File: src/rtl/adc_regs_pkg.sv
// Package for the converter configuration register bank.
// Assumes a byte-wide register port driven by a serial command engine.
package adc_regs_pkg;

	// ----------------------------------------
	// Register addresses
	// ----------------------------------------
	localparam int REG_COUNT = 16;
	localparam logic [3:0] ADDR_GAIN_BURNOUT = 4'h0;
	localparam logic [3:0] ADDR_CHANNEL = 4'h1;
	localparam logic [3:0] ADDR_ANALOG = 4'h2;
	localparam logic [3:0] ADDR_TRIM = 4'h3;
	localparam logic [3:0] ADDR_PIN_DATA = 4'h4;
	localparam logic [3:0] ADDR_PIN_DIR = 4'h5;
	localparam logic [3:0] ADDR_PIN_FUNC = 4'h6;
	localparam logic [3:0] ADDR_OFS_LOW = 4'h7;
	localparam logic [3:0] ADDR_OFS_MID = 4'h8;
	localparam logic [3:0] ADDR_OFS_HIGH = 4'h9;
	localparam logic [3:0] ADDR_FS_LOW = 4'hA;
	localparam logic [3:0] ADDR_FS_MID = 4'hB;
	localparam logic [3:0] ADDR_FS_HIGH = 4'hC;
	localparam logic [3:0] ADDR_RES_HIGH = 4'hD;
	localparam logic [3:0] ADDR_RES_MID = 4'hE;
	localparam logic [3:0] ADDR_RES_LOW = 4'hF;

	// ----------------------------------------
	// Field positions
	// ----------------------------------------
	localparam int BIT_BURNOUT = 3;
	localparam int BIT_READY = 7;
	localparam int BIT_UNIPOLAR = 6;
	localparam int BIT_SLOW_MOD = 5;
	localparam int BIT_BUFFER = 4;
	localparam int BIT_LSB_FIRST = 3;
	localparam int BIT_HALF_RANGE = 2;

	// ----------------------------------------
	// Reset values
	// ----------------------------------------
	localparam logic [3:0] RST_GAIN_LOW = 4'h0;
	localparam logic [7:0] RST_CHANNEL = 8'h01;
	localparam logic [6:0] RST_ANALOG = 7'h00;
	localparam logic [7:0] RST_TRIM = 8'h00;
	localparam logic [7:0] RST_PIN_DATA = 8'h00;
	localparam logic [7:0] RST_PIN_DIR = 8'hFF;
	localparam logic [7:0] RST_PIN_FUNC = 8'h00;
	localparam logic [23:0] RST_OFS = 24'h000000;
	localparam logic [23:0] RST_FS = 24'h555559;

	// ----------------------------------------
	// Grouped configuration outputs
	// ----------------------------------------
	typedef struct packed {
		logic burnout_source_on;
		logic [2:0] amp_gain_code;
		logic [3:0] positive_input_code;
		logic [3:0] negative_input_code;
		logic unipolar;
		logic slow_modulator;
		logic input_buffer_on;
		logic lsb_first;
		logic half_range;
		logic [1:0] output_rate_code;
		logic [7:0] offset_trim;
	} analog_cfg_t;

	typedef enum logic [1:0] {
		ACC_IDLE = 2'b01,
		ACC_WRITE = 2'b10
	} access_state_t;

endpackage : adc_regs_pkg

File: src/rtl/adc_config_register_map.sv
// Sixteen byte-wide configuration, calibration and result registers.
// Assumes a command engine on ref_clk presenting one-cycle read/write
// strobes with an address; result and ready come from the filter.
//
// Notes on behaviour
// - Sixteen byte registers at consecutive addresses
// - Gain register upper nibble fixed identification
// - Gain bit three enables burnout sources
// - Gain code selects two to code
// - Channel upper nibble picks positive input
// - Channel lower nibble negative, resets one
// - Analog bit seven mirrors ready pin
// - Analog bit six selects unipolar format
// - Analog bit five selects slower modulator
// - Analog bit four enables input buffer
// - Analog bit three selects result LSB-first
// - Analog bit two halves input range
// - Analog bits one-zero select data rate
// - Trim register sign and magnitude, resets zero
// - Pin data drives outputs, reads pins
// - Direction bit zero output, resets inputs
// - Function bit one digital, resets analog
// - Four-pin variant leaves upper bits unused
// - Calibration coefficients low byte first
// - Result read-only, high byte first
// - Burst addresses wrap past last register
`timescale 1ns/1ps
`default_nettype none

module adc_config_register_map
	import adc_regs_pkg::*;
#(
	parameter int PIN_COUNT = 8,
	parameter logic [3:0] IDENT_BITS = 4'hA
)(
	input wire logic ref_clk,
	input wire logic rst_n,
	input wire logic reg_write,
	input wire logic reg_read,
	input wire logic [3:0] reg_addr,
	input wire logic [7:0] reg_wdata,
	output logic [7:0] reg_rdata,
	output logic reg_rvalid,
	output logic [3:0] next_burst_addr,
	input wire logic result_ready_n,
	input wire logic [23:0] conversion_result,
	input wire logic cal_ofs_load,
	input wire logic [23:0] cal_ofs_value,
	input wire logic cal_fs_load,
	input wire logic [23:0] cal_fs_value,
	input wire logic [7:0] pin_in,
	output logic [7:0] pin_out,
	output logic [7:0] pin_oe,
	output logic [7:0] pin_digital,
	output analog_cfg_t analog_cfg,
	output logic [23:0] offset_coef,
	output logic [23:0] full_scale_coef
);

	// ----------------------------------------
	// Storage
	// ----------------------------------------
	logic [3:0] gain_low;
	logic [7:0] channel_sel;
	logic [6:0] analog_low;
	logic [7:0] trim;
	logic [7:0] pin_data;
	logic [7:0] pin_direction;
	logic [7:0] pin_function_select;
	logic [23:0] ofs;
	logic [23:0] fs;
	logic [2:0] ready_sync;
	logic ready_seen;
	logic [7:0] pin_seen;
	access_state_t state;
	access_state_t next_state;

	// ----------------------------------------
	// Decode
	// ----------------------------------------
	// sixteen one-hot selects
	wire logic [15:0] sel = 16'h0001 << reg_addr;
	wire logic wr = reg_write;
	wire logic [7:0] pin_mask = (PIN_COUNT >= 8) ? 8'hFF : 8'h0F;

	wire logic ready_agree = (ready_sync[1] == ready_sync[2]);
	wire logic next_ready = ready_agree ? ready_sync[2] : ready_seen;

	wire logic [7:0] rd_gain = {IDENT_BITS, gain_low};
	wire logic [7:0] rd_analog = {ready_seen, analog_low};
	wire logic [7:0] rd_pins = pin_seen & pin_mask;

	logic [7:0] next_rdata;
	always_comb begin
		case (reg_addr)
			ADDR_GAIN_BURNOUT: next_rdata = rd_gain;
			ADDR_CHANNEL: next_rdata = channel_sel;
			ADDR_ANALOG: next_rdata = rd_analog;
			ADDR_TRIM: next_rdata = trim;
			ADDR_PIN_DATA: next_rdata = rd_pins;
			ADDR_PIN_DIR: next_rdata = pin_direction;
			ADDR_PIN_FUNC: next_rdata = pin_function_select;
			ADDR_OFS_LOW: next_rdata = ofs[7:0];
			ADDR_OFS_MID: next_rdata = ofs[15:8];
			ADDR_OFS_HIGH: next_rdata = ofs[23:16];
			ADDR_FS_LOW: next_rdata = fs[7:0];
			ADDR_FS_MID: next_rdata = fs[15:8];
			ADDR_FS_HIGH: next_rdata = fs[23:16];
			ADDR_RES_HIGH: next_rdata = conversion_result[23:16];
			ADDR_RES_MID: next_rdata = conversion_result[15:8];
			ADDR_RES_LOW: next_rdata = conversion_result[7:0];
			default: next_rdata = 8'h00;
		endcase
	end

	// State tracks whether the previous cycle held a write
	always_comb begin
		case (state)
			ACC_IDLE: next_state = wr ? ACC_WRITE : ACC_IDLE;
			ACC_WRITE: next_state = wr ? ACC_WRITE : ACC_IDLE;
			default: next_state = ACC_IDLE;
		endcase
	end

	// ----------------------------------------
	// Register writes
	// ----------------------------------------
	always_ff @(posedge ref_clk or negedge rst_n) begin
		if (!rst_n) begin
			gain_low <= RST_GAIN_LOW;
			channel_sel <= RST_CHANNEL;
			analog_low <= RST_ANALOG;
			trim <= RST_TRIM;
			pin_data <= RST_PIN_DATA;
			pin_direction <= RST_PIN_DIR;
			pin_function_select <= RST_PIN_FUNC;
		end else if (wr) begin
			if (sel[ADDR_GAIN_BURNOUT])
				gain_low <= reg_wdata[3:0];
			if (sel[ADDR_CHANNEL])
				channel_sel <= reg_wdata;
			if (sel[ADDR_ANALOG])
				analog_low <= reg_wdata[6:0];
			if (sel[ADDR_TRIM])
				trim <= reg_wdata;
			if (sel[ADDR_PIN_DATA])
				pin_data <= reg_wdata & pin_mask;
			if (sel[ADDR_PIN_DIR])
				pin_direction <= reg_wdata | ~pin_mask;
			if (sel[ADDR_PIN_FUNC])
				pin_function_select <= reg_wdata & pin_mask;
		end
	end

	always_ff @(posedge ref_clk or negedge rst_n) begin
		if (!rst_n) begin
			ofs <= RST_OFS;
			fs <= RST_FS;
		end else begin
			if (cal_ofs_load)
				ofs <= cal_ofs_value;
			else if (wr && sel[ADDR_OFS_LOW])
				ofs[7:0] <= reg_wdata;
			else if (wr && sel[ADDR_OFS_MID])
				ofs[15:8] <= reg_wdata;
			else if (wr && sel[ADDR_OFS_HIGH])
				ofs[23:16] <= reg_wdata;
			if (cal_fs_load)
				fs <= cal_fs_value;
			else if (wr && sel[ADDR_FS_LOW])
				fs[7:0] <= reg_wdata;
			else if (wr && sel[ADDR_FS_MID])
				fs[15:8] <= reg_wdata;
			else if (wr && sel[ADDR_FS_HIGH])
				fs[23:16] <= reg_wdata;
		end
	end

	// ----------------------------------------
	// Input synchronisers
	// ----------------------------------------
	always_ff @(posedge ref_clk or negedge rst_n) begin
		if (!rst_n) begin
			ready_sync <= 3'b111;
			ready_seen <= 1'b1;
		end else begin
			ready_sync <= {ready_sync[1:0], result_ready_n};
			ready_seen <= next_ready;
		end
	end

	// ----------------------------------------
	// Pin filters, one per dual-purpose pin
	// ----------------------------------------
	genvar g;
	generate
		for (g = 0; g < 8; g++) begin : g_pin
			logic [2:0] pin_shift;
			// level taken once two stages agree
			wire logic agree = (pin_shift[1] == pin_shift[2]);
			always_ff @(posedge ref_clk or negedge rst_n) begin
				if (!rst_n) begin
					pin_shift <= 3'b000;
					pin_seen[g] <= 1'b0;
				end else begin
					pin_shift <= {pin_shift[1:0], pin_in[g]};
					if (agree)
						pin_seen[g] <= pin_shift[2];
				end
			end
		end
	endgenerate

	// ----------------------------------------
	// Outputs
	// ----------------------------------------
	// digital outputs only
	wire logic [7:0] next_oe = pin_function_select & ~pin_direction & pin_mask;
	wire logic [3:0] next_addr = reg_addr + 4'h1;

	always_ff @(posedge ref_clk or negedge rst_n) begin
		if (!rst_n) begin
			reg_rdata <= 8'h00;
			reg_rvalid <= 1'b0;
			next_burst_addr <= 4'h0;
			pin_out <= 8'h00;
			pin_oe <= 8'h00;
			pin_digital <= 8'h00;
			// Mirror the register reset values, not all zero
			analog_cfg <= '{
				positive_input_code: RST_CHANNEL[7:4],
				negative_input_code: RST_CHANNEL[3:0],
				offset_trim: RST_TRIM,
				default: '0
			};
			offset_coef <= RST_OFS;
			full_scale_coef <= RST_FS;
			state <= ACC_IDLE;
		end else begin
			state <= next_state;
			reg_rvalid <= reg_read;
			if (reg_read)
				reg_rdata <= next_rdata;
			if (reg_read || wr)
				next_burst_addr <= next_addr;
			pin_out <= pin_data & next_oe;
			pin_oe <= next_oe;
			pin_digital <= pin_function_select;
			analog_cfg.burnout_source_on <= gain_low[BIT_BURNOUT];
			analog_cfg.amp_gain_code <= gain_low[2:0];
			analog_cfg.positive_input_code <= channel_sel[7:4];
			analog_cfg.negative_input_code <= channel_sel[3:0];
			analog_cfg.unipolar <= analog_low[BIT_UNIPOLAR];
			analog_cfg.slow_modulator <= analog_low[BIT_SLOW_MOD];
			analog_cfg.input_buffer_on <= analog_low[BIT_BUFFER];
			analog_cfg.lsb_first <= analog_low[BIT_LSB_FIRST];
			analog_cfg.half_range <= analog_low[BIT_HALF_RANGE];
			analog_cfg.output_rate_code <= analog_low[1:0];
			analog_cfg.offset_trim <= trim;
			offset_coef <= ofs;
			full_scale_coef <= fs;
		end
	end

endmodule : adc_config_register_map

`default_nettype wire

File: config.mk
export PLATFORM = sky130hd
export DESIGN_NAME = adc_config_register_map
export DESIGN_NICKNAME = d
export VERILOG_FILES = /design/src/rtl/adc_regs_pkg.sv /design/src/rtl/adc_config_register_map.sv
export SDC_FILE = /design/constraint.sdc
export NUM_CORES = 1
export LEC_CHECK = 0
export BUFFER_PORTS_ARGS = -buffer_cell sky130_fd_sc_hd__buf_4
export CORE_ASPECT_RATIO = 1.4
export CORE_UTILIZATION = 49
export DETAILED_ROUTE_END_ITERATION = 7
export PLACE_DENSITY = 0.76
export REMOVE_ABC_BUFFERS = 1
export SKIP_LAST_GASP = 1
export SYNTH_ARGS = -nofsm -noshare
export SYNTH_HDL_FRONTEND = slang
export SYNTH_SLANG_ARGS = --single-unit
File: constraint.sdc
create_clock -name ref_clk -period 1.5 [get_ports ref_clk]
set_clock_uncertainty 0.2 [all_clocks]
set_input_delay 0.225 -clock ref_clk [delete_from_list [all_inputs] [get_ports ref_clk]]
set_output_delay 0.225 -clock ref_clk [all_outputs]
set_load 0.02 [all_outputs]
==> metrics.md <==
| Metric | Value |
|---|---|
| Gr usage total | 0.298 |
| Fillcell total | 1,180 |
| Mapped Area | 9430 um^2 |
| CTS tree | built |
| Hold Path Class | in -> async |
| Sequential power share | 0.471 |
| Core area | 18,800 um^2 |
| Cts bufs inserted | 22 |
| Number of synthesized flops with an enable pin | 0 |
| Setup violators final | 14 |
| Antenna Cells | 0 |
| Pleak | 6.59 nW |
| Post-synth ARST share | 1.00 |
| Worst slack, placed | -0.660 ns |
| Area occupied by registers | 6230 um^2 |
| Synth Instances | 696 |
| VDD IR-drop max | 0.919 mV |
| Worst-Skew Late Latency | 0.51 ns |
| Post-synth top area share | 0.555 |
| CTS clk-pin slew, worst paths | 0.06 ns |
| Worst slew margin | 0.582 |
| DR vias | 7,461 |
| Dominant cell by count in the synthesized netlist | dfrtp_1 |
| Total power | 0.0178 W |
| Comb power frac | 0.206 |
| Die area | 19,800 um^2 |
| Critical Path RT | 1.68 ns |
| Worst slew pin tran | 0.628 ns |
| Clock share of power | 0.323 |
| Area of the multi-input gates | 3100 um^2 |
| Clock root cell | clkbuf_16 |
| Avg Cell Area, Syn | 13.5 um^2 |
| CP Class | reg -> reg |
| Io pins | 211 |
| Post-route cell area | 14,100 um^2 |
| Area growth syn-to-layout | 50.0% |
| Min Tclk post-route | 1.63 ns |
| Beginning of the critical path | fs[9]$_DFFE_PN0P_ |
| RSZ-0062 raised after global routing | true |
| Power Dens Cells | 1260 nW/um^2 |
| Maximum root-to-sink buffer count | 3 |
| Syn. warnings | 0 |
| DRT antenna net count | 0 |
| Hold WS | -0.0297 ns |
| Cell taking the most area after synthesis | dfrtp_1 |
| CTS Sinks | 247 |
| Die Ht | 166 um |
| Max-Cap Viols | 0 |
| Crit path DAT | 1.81 ns |
| Sequential share of the synthesized area | 0.661 |
| Top area cells in the synthesized netlist | dfrtp_1, dfstp_2, mux2i_1 |
| Ys flop type | dfrtp_1 |
| Drt via density | 5.52 |
| Depth of the CTS H-tree | 1 |
| R2R Path Start | fs[9]$_DFFE_PN0P_ |
| Switch Pwr | 0.00491 W |
| Final hold violation count | 21 |
| First-pass GRT wire length | 44,700 um |
| Seq cells post-synth | 247 |
| Drt pass-1 iters | 5 |
| Share of post-route cells with drive strength above 1 | 0.427 |
| Initial antenna violation count | 0 |
| CP startpoint kind | flop |
| CP Max Fanout | 2 |
| DRC | 0 |
| Status | finished with violations |
| Gpl congestion | 0.841 |
| Nets@finish | 1,197 |
| Remaining Overflow, GRT | 0 |
| Critical Path Sink Type | flop |
| Final wirelength | 29,100 um |
| Setup WS post-layout | -0.132 ns |
| Final period utilization | 1.09 |
| PortBufs | 210 |
| Routed len/inst | 21.5 um |
| Initial detailed-routing violation count | 539 |
| Synth top cells by count | dfrtp_1, nand2_1, mux2i_1 |
| Synth cell types | 55 |
| Cell internal pwr | 0.0129 W |
| Max Slew Vio Count | 0 |
| Final Util | 0.754 |
| Post-DP HPWL | 19,300 um |
| Die W | 119 um |
| Dpl cell area | 12,100 um^2 |
| Failing checks | hold timing, setup timing |
| Largest net degree at the start of global routing | 54 |
| Initial Utilization | 0.503 |
| Row count | 59 |
| Net Sw Frac | 0.276 |
| Peak Freq | 613 MHz |
| Vias in the first global route | 7,753 |
## flip-flops by register name, indices dropped and copies added (netlist names), 24 cells and up
signal and count:
analog_cfg 27, fs 24, full_scale_coef 24, g_pin.pin_shift 24
offset_coef 24, ofs 24
## area by class of cell
type                       instances  area share
tap                              244      0.0216
clock inverter                     6     0.00478
timing repair buffer             417       0.264
clock buffer                      34      0.0479
multi-input combinational        396       0.219
inverter                           8     0.00212
sequential                       247       0.440
## placed cells by master (no fill, tap or decap), types with 4 or more instances in the layout
master	count
a222oi_1	4
dfrtp_1	209
o21ai_1	28
inv_1	6
a311oi_1	4
mux2i_2	5
nand3_1	4
a21oi_1	12
a22oi_1	19
dlygate4sd3_1	95
dfstp_2	38
buf_12	16
clkbuf_8	6
nand2_1	68
a31oi_1	6
mux2_2	46
maj3_1	9
mux2i_1	54
and2_1	9
nand2b_1	4
nor2b_1	11
clkbuf_16	23
buf_4	264
mux2_1	6
clkbuf_1	5
o22ai_1	8
nor2_1	7
o21ai_0	29
buf_6	39
## logic make-up after synthesis
family / Yosys count / share of synthesized area
flip-flops: 247 / 0.661
buffers and inverters: 53 / 0.0257
adder cells (fa/ha/maj): 15 / 0.0175
multiplexers: 111 / 0.125
XOR/XNOR: 1 / 0.000929
AND/OR/NAND/NOR: 126 / 0.0697
AO/OA/AOI/OAI: 143 / 0.101
## path summary, 6_finish.rpt
kind | end | slack, ns | cells past startpoint
worst min-delay path | full_scale_coef[7]$_DFF_PN0_ | -0.03 | 2
worst max-delay path | reg_rdata[1]$_DFFE_PN0P_ | -0.13 | 4
min in group ref_clk | reg_rdata[3]$_DFFE_PN0P_ | 0 | 4
worst min register to register | g_pin[7].pin_shift[1]$_DFF_PN0_ | 0.15 | 0
max in group asynchronous | fs[0]$_DFFE_PN1P_ | 0.51 | 3
worst max register to register | reg_rdata[1]$_DFFE_PN0P_ | -0.13 | 4
## what timing repair did
item | in CTS | in global routing
pin swaps | 6 | 10
setup buffers | 4 | 7
resized for setup | 32 | 38
hold endpoints to repair | 365 | 0
endpoints found under the setup margin | 32 | 54
hold buffers | 96 | 0
gates cloned | 0 | 0
## power by group through the flow
stage	combinational (W)	clock [W]	sequential (W)
floorplan	0.000820	0	0.00884
global placement	0.00313	0	0.00842
detailed placement	0.00319	0	0.00845
CTS	0.00350	0.00581	0.00837
global route	0.00389	0.00612	0.00848
finish	0.00367	0.00575	0.00839
## layer usage
metal	track usage	part of all wire	vias to the layer above
li1	-	-	3275
met1	0.376	0.38	3764
met2	0.515	0.52	334
met3	0.0381	0.051	88
met4	0.124	0.045	0
met5	0	0	-
## through the flow
stage,TNS [ns],cells
CTS,-1.36,1345
global placement,-35.37,1205
finish,-1.06,1352
floorplan,-49.52,651
detailed placement,-39.23,1205
global route,-1.75,1352
## worst max-delay path: stages, from the launching register on
cell and delay, ns:
dfrtp_1 0.40, a222oi_1 0.33, nand3_1 0.19, a311oi_2 0.27
a221oi_1 0.12
No activity file was read; power rests on OpenSTA's default activity.
